<file path="config.mk">
export PLATFORM = sky130hd
export DESIGN_NAME = bcmc_top
export DESIGN_NICKNAME = d
export VERILOG_FILES = /design/src/hw/bcmc_pkg.sv /design/src/hw/bcmc_top.sv
export SDC_FILE = /design/constraint.sdc
export NUM_CORES = 1
export LEC_CHECK = 0
export BUFFER_PORTS_ARGS = -buffer_cell sky130_fd_sc_hd__buf_2
export CAP_MARGIN = 20
export CORE_AREA = 2 2 220 222
export CTS_CLUSTER_DIAMETER = 50
export DETAILED_ROUTE_END_ITERATION = 8
export DIE_AREA = 0 0 222 224
export GPL_ROUTABILITY_DRIVEN = 0
export HOLD_SLACK_MARGIN = 0.06
export PLACE_DENSITY_LB_ADDON = 0.3
export RECOVER_POWER = 50
export SLEW_MARGIN = 10
export SYNTH_ARGS = -nofsm -noshare
export SYNTH_HDL_FRONTEND = slang
export SYNTH_SLANG_ARGS = --single-unit
</file>
<file path="constraint.sdc">
create_clock -name clk_i -period 3.9 [get_ports clk_i]
set_input_delay 0.78 -clock clk_i [delete_from_list [all_inputs] [get_ports clk_i]]
set_output_delay 0.78 -clock clk_i [all_outputs]
set_load 0.01 [all_outputs]
</file>
<file path="src/hw/bcmc_pkg.sv">
/*
  bcmc_pkg: register map, field layout, reset values and codes for the
  block cipher mode configuration block.
  Assumes a 32-bit classic wishbone slave with byte addresses.
*/
package bcmc_pkg;
  // register byte offsets
  localparam logic [7:0] BCMC_OFF_CTRL   = 8'h00;
  localparam logic [7:0] BCMC_OFF_MODE   = 8'h04;
  localparam logic [7:0] BCMC_OFF_STAT   = 8'h1c;
  localparam logic [7:0] BCMC_OFF_CTR    = 8'h20;
  localparam logic [7:0] BCMC_OFF_IDATA  = 8'h40;
  localparam logic [7:0] BCMC_OFF_ODATA  = 8'h50;
  localparam int         BCMC_NWORDS     = 4;

  // mode register fields
  localparam int BCMC_XFER_LSB = 8;
  localparam int BCMC_KEY_LSB  = 10;
  localparam int BCMC_CHN_LSB  = 12;
  localparam int BCMC_LAST_BIT = 15;
  localparam int BCMC_SEG_LSB  = 16;
  localparam int BCMC_UNL_LSB  = 20;
  localparam logic [31:0] BCMC_MODE_MASK = 32'h0007ff00;
  localparam logic [31:0] BCMC_MODE_RST  = 32'h00000000;

  // control and status bits
  localparam int BCMC_CTRL_START = 0;
  localparam int BCMC_STAT_FLAG  = 0;
  localparam int BCMC_STAT_UNL   = 1;
  localparam int BCMC_STAT_BUSY  = 2;

  localparam logic [3:0] BCMC_UNLOCK_CODE = 4'he;

  // transfer modes
  localparam logic [1:0] BCMC_XFER_MANUAL = 2'h0;
  localparam logic [1:0] BCMC_XFER_AUTO   = 2'h1;
  localparam logic [1:0] BCMC_XFER_DMA    = 2'h2;

  // key length codes
  localparam logic [1:0] BCMC_KEY_128 = 2'h0;
  localparam logic [1:0] BCMC_KEY_192 = 2'h1;
  localparam logic [1:0] BCMC_KEY_256 = 2'h2;

  // chaining mode codes
  localparam logic [2:0] BCMC_CHN_ECB = 3'h0;
  localparam logic [2:0] BCMC_CHN_CBC = 3'h1;
  localparam logic [2:0] BCMC_CHN_OFB = 3'h2;
  localparam logic [2:0] BCMC_CHN_CFB = 3'h3;
  localparam logic [2:0] BCMC_CHN_CTR = 3'h4;
  localparam logic [2:0] BCMC_CHN_GCM = 3'h5;

  // feedback segment codes
  localparam logic [2:0] BCMC_SEG_128 = 3'h0;
  localparam logic [2:0] BCMC_SEG_64  = 3'h1;
  localparam logic [2:0] BCMC_SEG_32  = 3'h2;
  localparam logic [2:0] BCMC_SEG_16  = 3'h3;
  localparam logic [2:0] BCMC_SEG_8   = 3'h4;

  typedef enum logic [1:0] {
    BCMC_ST_IDLE = 2'b01,
    BCMC_ST_BUSY = 2'b10
  } bcmc_state_e;
endpackage

</file>
<file path="src/hw/bcmc_top.sv">
/*
  bcmc_top: mode register, unlock guard, data registers, result flag and
  counter step of a block cipher engine, reached over classic wishbone.
  Assumes an external cipher core that takes core_start_o and answers
  with one core_done_i pulse and the result, and a dma path that takes
  one dma_wr_o pulse per result in dma transfer mode.
*/
module bcmc_top
  import bcmc_pkg::*;
(
  input  wire logic         clk_i,
  input  wire logic         rst_i,
  input  wire logic         ce_i,
  input  wire logic         cyc_i,
  input  wire logic         stb_i,
  input  wire logic         we_i,
  input  wire logic [7:0]   adr_i,
  input  wire logic [3:0]   sel_i,
  input  wire logic [31:0]  dat_i,
  output logic      [31:0]  dat_o,
  output logic              ack_o,
  output logic              core_start_o,
  output logic      [127:0] core_data_o,
  input  wire logic         core_done_i,
  input  wire logic [127:0] core_result_i,
  output logic      [8:0]   key_bits_o,
  output logic      [2:0]   chaining_mode_o,
  output logic      [7:0]   segment_bits_o,
  output logic      [15:0]  counter_o,
  output logic              result_available_o,
  input  wire logic [31:0]  desc_addr_i,
  output logic              dma_wr_o,
  output logic      [31:0]  dma_addr_o,
  output logic      [127:0] dma_data_o
);

  bcmc_state_e state;
  bcmc_state_e next_state;
  logic [31:0] mode_cfg;
  logic [31:0] next_mode_cfg;
  logic        unlocked;
  logic        next_unlocked;
  logic [31:0] in_data [BCMC_NWORDS];
  logic [31:0] next_in_data [BCMC_NWORDS];
  logic [31:0] out_data [BCMC_NWORDS];
  logic [31:0] next_out_data [BCMC_NWORDS];
  logic [3:0]  in_written;
  logic [3:0]  next_in_written;
  logic        flag;
  logic        next_flag;
  logic [15:0] ctr;
  logic [15:0] next_ctr;
  logic        ack;
  logic        next_ack;
  logic [31:0] rdata;
  logic [31:0] next_rdata;
  logic        start;
  logic        next_start;
  logic        dma_wr;
  logic        next_dma_wr;
  logic [31:0] dma_addr;
  logic [31:0] next_dma_addr;
  logic [127:0] dma_data;
  logic [127:0] next_dma_data;

  logic        wr;
  logic        rd;
  logic [31:0] wmask;
  logic [1:0]  xfer;
  logic [1:0]  key_code;
  logic [2:0]  seg_code;
  logic        last_out;
  logic        ctr_mode;
  logic        is_idata;
  logic        is_odata;
  logic [1:0]  widx;
  logic        go;
  logic        done;

  // the access completes at the edge where ack is seen high
  assign wr       = cyc_i & stb_i & ack & we_i;
  assign rd       = cyc_i & stb_i & ack & ~we_i;
  assign wmask    = {{8{sel_i[3]}}, {8{sel_i[2]}}, {8{sel_i[1]}},
                     {8{sel_i[0]}}};
  assign xfer     = mode_cfg[BCMC_XFER_LSB +: 2];
  assign key_code = mode_cfg[BCMC_KEY_LSB +: 2];
  assign seg_code = mode_cfg[BCMC_SEG_LSB +: 3];
  assign last_out = mode_cfg[BCMC_LAST_BIT];
  assign ctr_mode = (chaining_mode_o == BCMC_CHN_CTR);
  assign is_idata = (adr_i[7:4] == BCMC_OFF_IDATA[7:4]);
  assign is_odata = (adr_i[7:4] == BCMC_OFF_ODATA[7:4]);
  assign widx     = adr_i[3:2];
  assign done     = (state == BCMC_ST_BUSY) & core_done_i;

  // auto and dma start once all four input words are loaded
  assign go = (state == BCMC_ST_IDLE) &
              ((xfer != BCMC_XFER_MANUAL && in_written == 4'hf) ||
               (wr && adr_i == BCMC_OFF_CTRL &&
                sel_i[0] && dat_i[BCMC_CTRL_START]));

  always_comb begin
    case (key_code)
      BCMC_KEY_192: key_bits_o = 9'd192;
      BCMC_KEY_256: key_bits_o = 9'd256;
      default:      key_bits_o = 9'd128;
    endcase
  end

  always_comb begin
    case (seg_code)
      BCMC_SEG_64: segment_bits_o = 8'd64;
      BCMC_SEG_32: segment_bits_o = 8'd32;
      BCMC_SEG_16: segment_bits_o = 8'd16;
      BCMC_SEG_8:  segment_bits_o = 8'd8;
      default:     segment_bits_o = 8'd128;
    endcase
  end

  // chaining code passed to the core
  assign chaining_mode_o = mode_cfg[BCMC_CHN_LSB +: 3];

  // counter block low 16 bits carry the step
  always_comb begin
    core_data_o = {in_data[0], in_data[1], in_data[2], in_data[3]};
    if (ctr_mode) begin
      core_data_o[15:0] = in_data[3][15:0] + ctr;
    end
  end

  always_comb begin
    next_state      = state;
    next_mode_cfg   = mode_cfg;
    next_unlocked   = unlocked;
    next_in_data    = in_data;
    next_out_data   = out_data;
    next_in_written = in_written;
    next_flag       = flag;
    next_ctr        = ctr;
    next_ack        = cyc_i & stb_i & ~ack;
    next_rdata      = 32'h00000000;
    next_start      = 1'b0;
    next_dma_wr     = 1'b0;
    next_dma_addr   = dma_addr;
    next_dma_data   = dma_data;

    // read data is prepared with ack
    if (cyc_i && stb_i && !ack && !we_i) begin
      if (is_odata) begin
        next_rdata = out_data[widx];
      end else begin
        case (adr_i)
          BCMC_OFF_MODE: next_rdata = mode_cfg & BCMC_MODE_MASK;
          BCMC_OFF_STAT: begin
            next_rdata[BCMC_STAT_FLAG] = flag;
            next_rdata[BCMC_STAT_UNL]  = unlocked;
            next_rdata[BCMC_STAT_BUSY] = (state == BCMC_ST_BUSY);
          end
          BCMC_OFF_CTR:  next_rdata = {16'h0000, ctr};
          default:       next_rdata = 32'h00000000;
        endcase
      end
    end

    if (wr && adr_i == BCMC_OFF_MODE) begin
      // first write needs the unlock code
      if (unlocked ||
          dat_i[BCMC_UNL_LSB +: 4] == BCMC_UNLOCK_CODE) begin
        next_mode_cfg = ((mode_cfg & ~wmask) | (dat_i & wmask)) &
                        BCMC_MODE_MASK;
        next_unlocked = 1'b1;
        next_ctr      = 16'h0000;
      end
    end

    if (rd && is_odata && !last_out && xfer != BCMC_XFER_DMA) begin
      next_flag = 1'b0;
    end

    if (wr && is_idata) begin
      next_in_data[widx] = (in_data[widx] & ~wmask) | (dat_i & wmask);
      next_in_written[widx] = 1'b1;
      if (last_out) begin
        next_flag = 1'b0;
      end
    end

    case (state)
      BCMC_ST_IDLE: begin
        if (go) begin
          next_start      = 1'b1;
          next_in_written = 4'h0;
          next_state      = BCMC_ST_BUSY;
          if (xfer == BCMC_XFER_DMA && !last_out) begin
            next_flag = 1'b0;
          end
        end
      end
      BCMC_ST_BUSY: begin
        if (core_done_i) begin
          next_state = BCMC_ST_IDLE;
          for (int i = 0; i < BCMC_NWORDS; i++) begin
            next_out_data[i] = core_result_i[127 - 32*i -: 32];
          end
          // result flag set wins over any clear
          next_flag = 1'b1;
          // dma mode writes to descriptor address
          if (xfer == BCMC_XFER_DMA) begin
            next_dma_wr   = 1'b1;
            next_dma_addr = desc_addr_i;
            next_dma_data = core_result_i;
          end
          if (ctr_mode) begin
            next_ctr = ctr + 16'h0001;
          end
        end
      end
      default: next_state = BCMC_ST_IDLE;
    endcase
  end

  always_ff @(posedge clk_i) begin
    if (rst_i) begin
      state      <= BCMC_ST_IDLE;
      mode_cfg   <= BCMC_MODE_RST;
      unlocked   <= 1'b0;
      in_data    <= '{default: 32'h00000000};
      out_data   <= '{default: 32'h00000000};
      in_written <= 4'h0;
      flag       <= 1'b0;
      ctr        <= 16'h0000;
      ack        <= 1'b0;
      rdata      <= 32'h00000000;
      start      <= 1'b0;
      dma_wr     <= 1'b0;
      dma_addr   <= 32'h00000000;
      dma_data   <= 128'h0;
    end else if (ce_i) begin
      state      <= next_state;
      mode_cfg   <= next_mode_cfg;
      unlocked   <= next_unlocked;
      in_data    <= next_in_data;
      out_data   <= next_out_data;
      in_written <= next_in_written;
      flag       <= next_flag;
      ctr        <= next_ctr;
      ack        <= next_ack;
      rdata      <= next_rdata;
      start      <= next_start;
      dma_wr     <= next_dma_wr;
      dma_addr   <= next_dma_addr;
      dma_data   <= next_dma_data;
    end
  end

  assign dat_o              = rdata;
  assign ack_o              = ack;
  assign core_start_o       = start;
  assign counter_o          = ctr;
  assign result_available_o = flag;
  assign dma_wr_o           = dma_wr;
  assign dma_addr_o         = dma_addr;
  assign dma_data_o         = dma_data;
endmodule

</file>
**Word-level counts from Yosys, hierarchy flattened**

Cells that the tools add are included.
W data, S select, Z words.

- Flip-flop bits (word level): 486
- Bits of input ports: 211
- Output and inout port bits: 360
- Logic and storage cells: 130

- Equality and inequality tests: 20
- Bitwise operators: 16
- Muxes and demuxes: 41
- Magnitude comparators: 4
- $add $sub $neg: 2
- Reduce and logical (&&, ||, !) cells: 27

Operators by type and width:

| operator | number |
|---|---|
| $mux W32 | 7 |
| $bmux W32 S2 | 2 |
| $bwmux W128 | 1 |
| $mux W16 | 6 |
| $and A32 B32 Y32 | 2 |
| $demux W32 S2 | 1 |
| $not A32 Y32 | 1 |
| $or A32 B32 Y32 | 1 |
| $pmux W16 S2 | 1 |
| $pmux W8 S4 | 1 |
| $and A19 B19 Y19 | 1 |
| $or A19 B19 Y19 | 1 |
| $pmux W9 S2 | 1 |
| $add A16 B1 Y16 const B | 1 |
| $add A16 B16 Y16 | 1 |
| $logic_and A1 B1 Y1 | 15 |
| $mux W1 | 12 |
| $mux W4 | 3 |
| $reduce_and A3 Y1 | 3 |
| $eq A4 B3 Y1 const B | 2 |
| $eq A4 B4 Y1 const B | 2 |
| $eq A8 B3 Y1 const B | 1 |
| $eq A8 B5 Y1 const B | 1 |
| $eq A8 B6 Y1 const B | 1 |
| other kinds (25) | 42 |

**Depth between registers and ports, before layout**

- Word-level depth: 12
- Gate-level depth with buffers: 10
- Depth with buffers taken out: 10

**Least setup slack after synthesis**

Ideal clock, no wire load.

- Path kind: reg2out
- Start point: reg ctr[5] (netlist: counter_o[5])
- End point: out core_data_o[12]
- Buffers on the path: 0
- Required time: 3120 ps
- Slack: 708 ps
- Stages on the path, launching flop included: 9
- Arrival time: 2412 ps
- Path through: dfxtp_1 ha_1 o21a_1 o21a_1 or2_1 and3_1 a221o_1 or4_1 nand3_1

- Longest elaborated chain between the ends: 2

Ends and longest elaborated chain:

| item | line | text |
|---|---|---|
| start: declaration | bcmc_top.sv:51 | `logic [15:0] ctr;` |
| start signal: assignment | bcmc_top.sv:245 | `ctr <= next_ctr;` |
| $add A16 B16 Y16 | bcmc_top.sv:126 | `core_data_o[15:0] = in_data[3][15:0] + ctr;` |
| $mux W16 | bcmc_top.sv:125 | `if (ctr_mode) begin` |
| end: declaration | bcmc_top.sv:23 | `output logic [127:0] core_data_o,` |

Every way passes these cells.

**Worst setup path after layout**

- Start point: reg in_data[7] (netlist name)
- End point: out core_data_o[15]

- Longest elaborated chain between the ends: 2

Ends and longest elaborated chain:

| item | line | text |
|---|---|---|
| start: declaration | bcmc_top.sv:43 | `logic [31:0] in_data [BCMC_NWORDS];` |
| start signal: assignment | bcmc_top.sv:241 | `in_data <= next_in_data;` |
| $add A16 B16 Y16 | bcmc_top.sv:126 |  |
| $mux W16 | bcmc_top.sv:125 |  |

Every way passes these cells.

==> flow_summary.rst <==
.. list-table::
   :header-rows: 1

   * - Metric
     - Value
   * - Cell taking the most area after synthesis
     - dfxtp_1
   * - Overall die width
     - around 220 um
   * - Final setup vio count
     - 0
   * - Max-slew headroom at the worst pin
     - -55.48%
   * - Count of synthesis-stage warnings from yosys
     - 0
   * - Worst VDD drop
     - 326.3 uV
   * - Clock Tree Root
     - clkbuf_16
   * - Failing checks
     - max-capacitance violations, max-slew violations
   * - Critical path fanouts, max
     - 5
   * - Number of distinct library cell variants in the gate-level netlist after synthesis
     - between 60 and 70
   * - Average wire length per cell after detail routing
     - around 21 um
   * - Num CTS Buffers
     - 54
   * - Initial cell density of the core
     - 44.36%
   * - Pin count of the biggest net entering global routing
     - 127
   * - All-layer global routing usage
     - just under 30%
   * - Placed instance count
     - 3467
   * - Number of hold violations in the final report
     - 0
   * - Dominant delay contributor by cell family on the critical path
     - compound AO/OA/AOI/OAI gates
   * - Fill cells
     - 4618
   * - Final worst path period share
     - between 90% and 100%
   * - Post-Route Setup TNS
     - 0 ns
   * - First-iteration detailed-routing DRC count
     - 1811
   * - CP Capture Type
     - primary output
   * - Post-synthesis instance total
     - approximately 2500
   * - Min-Delay Startpoint
     - desc_addr_i[6]
   * - CP Launch Type
     - flop
   * - Post-synth top flop
     - dfxtp_1
   * - Number of global-route vias before repair
     - around 19000
   * - Full die area
     - 49730 um2
   * - Flops & latches, synth
     - between 400 and 500
   * - Area Overhead vs Synth
     - 19.21%
   * - Skew final
     - 0.02686 ns
   * - Number of sinks driven by the clock tree
     - ~490
   * - Unrepaired setup endpoints after global routing
     - false
   * - Final std cells w/o fill
     - 3579
   * - Clk slew on worst S/H paths
     - approximately 0.060 ns
   * - Endpoint arrival time on the critical path
     - ~3.0 ns
   * - Final count of pins violating max slew
     - ~150
   * - Status
     - finished, violations left
   * - Estimated wirelength of the detail-placed design
     - between 50000 and 60000 um
   * - Core area
     - 47350 um2
   * - CTS tree
     - built
   * - Commonest cells post-synth
     - nand2_1 (839), dfxtp_1 (486), a21oi_1 (442)
   * - Path class of the lowest-slack min-delay path
     - in2reg
   * - PortBufs
     - around 560
   * - Antenna violations before repair
     - 10
   * - Wire length reported by the detailed router
     - ~75000 um
   * - Worst-case register-to-register setup slack
     - slightly below 0.5 ns
   * - Maximum clock path buffer count
     - 3
   * - Core utilization of the finished layout
     - between 50% and 60%
   * - Site Rows
     - 80
   * - Worst path required time
     - 3.12 ns
   * - Source-to-sink clock delay at the later pin of the worst-skew pair
     - 0.63 ns
   * - Transition time at the pin with the least slew margin
     - ~2.3 ns
   * - Vias after detailed routing
     - ~20000
   * - Static leakage
     - 8.705 nW
   * - Max-cap violations
     - 4
   * - Cell area after layout
     - 25030 um2
   * - Final global-route overflow total
     - 0
   * - Slowest library cell on the worst path
     - dfxtp_1
   * - Mapped Avg Cell Area
     - ~8.3 um2
   * - Most common cell in the netlist
     - nand2_1
   * - # hold bufs at CTS
     - 0
   * - Average vias per placed instance
     - 5.490
   * - Clock H-tree levels
     - 2
   * - Sequential area share after synthesis
     - between 40% and 50%
   * - Synth area leaders
     - dfxtp_1 (46%), nand2_1 (15%), a21oi_1 (11%)
   * - Worst setup path startpoint
     - in_data[7]
   * - P per Cell Area
     - between 400 and 500 nW/um2
   * - Total power
     - 10.67 mW
   * - Floorplan die height
     - around 220 um
   * - Launch instance of the worst register-to-register path
     - state[0]
   * - Fraction of synthesized cell area taken by the top area cell type
     - between 40 and 50%
   * - First-pass iteration count of the detailed router
     - 6
   * - Delay of the slowest cell on the worst path
     - 0.47 ns
   * - DRC errors left
     - 0
   * - Net total in the final layout
     - ~3100
   * - Minimum clock period after layout
     - 3.795 ns
   * - Layout cell share with drive strength beyond 1
     - between 10% and 20%
   * - Summed instance area of the synthesized netlist
     - 21000 um2
   * - FFs w/ async S/R, synth
     - 0%
   * - Area after DPL
     - 23440 um2
   * - Critical path start-end classification
     - reg2out
   * - Post-synth EDFFs
     - 0
   * - Buffers plus inverters on the worst setup path
     - 2
   * - Cell Chain, Critical Path
     - ha_1 > o21ai_0 > nor2_1 > a211oi_2 > o21ai_2 > o221ai_2 > mux2i_1 > buf_4 > xnor2_1 > buf_2
   * - IO Pins
     - 571
   * - Upper clock frequency limit
     - 0.2635 GHz
   * - Number of nets still failing antenna checks after routing
     - 0
   * - First-pass GRT wire length
     - 111600 um
==> cell type report <==
| class | instances | area, um2 | share of cell area, % |
|---|---|---|---|
| multi-input combinational | 1748 | 9746 | 38.93 |
| timing repair buffer | 609 | 2826 | 11.29 |
| antenna | 6 | 15.01 | 0.05998 |
| inverter | 14 | 52.55 | 0.2099 |
| clock inverter | 29 | 355.3 | 1.419 |
| clock buffer | 72 | 1519 | 6.068 |
| sequential | 486 | 9751 | 38.95 |
| tap | 615 | 769.5 | 3.074 |
==> placed cells by master, fill, tap and decap left out, types with 5 or more instances in the layout <==
cell,Yosys,routed
nand2_1,839,839
dfxtp_1,486,477
a21oi_1,442,441
clkbuf_1,151,339
buf_2,21,237
nor2_1,111,108
mux4_2,64,64
clkbuf_16,0,54
mux2i_1,35,35
mux2_2,32,32
buf_4,127,31
a22oi_1,27,27
o21ai_0,28,26
nand3_1,15,14
ha_1,18,14
inv_1,13,13
xor2_1,13,13
o21a_1,10,10
nor3_1,10,10
clkbuf_8,1,10
clkinv_2,0,10
xnor2_1,9,9
conb_1,1,9
nand2b_1,8,8
a22o_1,7,7
buf_12,0,7
diode_2,0,6
nand4_1,6,6
a21o_1,5,5
and3_1,5,5
clkinvlp_4,0,5
bufinv_16,0,5
dfxtp_2,0,5
==> per-layer routing <==
| layer | GRT usage, % | vias up | routed length, um |
|---|---|---|---|
| met5 | 0 | - | 80 |
| met4 | 12.51 | 12 | 3293 |
| met3 | 7.044 | 195 | 6253 |
| met2 | 52.24 | 920 | 37740 |
| met1 | 32.77 | 9394 | 27520 |
| li1 | - | 9128 | - |
==> flip-flops by register name, summed over array words and instances (netlist names), named ones only <==
signal / cells
dat_o: 32
in_written: 4
core_start_o: 1
unlocked: 1
dma_addr_o: 32
ack_o: 1
dma_wr_o: 1
state: 2
dma_data_o: 128
counter_o: 16
core_data_o: 112
out_data: 128
in_data: 16
result_available_o: 1
==> worst reg2reg max path, delay by kind of cell (launching register included) <==
family | cells | cell delay, ns
fa+ha+maj | 1 | 0.31
compound gates | 1 | 0.17
buf+inv | 3 | 1.93
flops | 1 | 0.31
simple gates | 3 | 0.62
==> path summary, 6_finish.rpt <==
| path | end | depth (start not counted) |
|---|---|---|
| worst min register to register | out_data[109] | 2 |
| worst max-delay path | core_data_o[15] | 10 |
| worst max register to register | dma_data_o[31] | 8 |
| worst min-delay path | dma_addr_o[6] | 3 |
==> power breakdown <==
group | total (mW) | internal (mW) | switching, mW
sequential | 4.96 | 4.96 | 0.00101
combinational | 0.413 | 0.143 | 0.270
clock | 5.30 | 3.10 | 2.20
total | 10.7 | 8.20 | 2.47
==> per-stage QoR <==
step	setup WS [ns]	hold slack, ns
floorplan	0.7078	0.4331
global placement	0.3819	0.4396
detailed placement	0.3388	0.4433
CTS	0.005131	0.3560
global route	0.01710	0.3738
finish	0.1055	0.3839
==> repair_timing <==
action	4_1_cts	5_1_grt
cloned	0	0
setup endpoints to repair	3	3
pin swaps	1	7
resized for setup	13	19
setup buffers	0	5
==> logic make-up after synthesis <==
| family | synth area share (%) |
|---|---|
| AND/OR/NAND/NOR | 19.39 |
| AO/OA/AOI/OAI | 13.84 |
| flip-flops | 46.33 |
| buffers and inverters | 8.091 |
| multiplexers | 10.25 |
| XOR/XNOR | 0.9176 |
| adder cells (fa/ha/maj) | 1.168 |
| other | 0.01786 |
(Power assumes the default switching activity.)
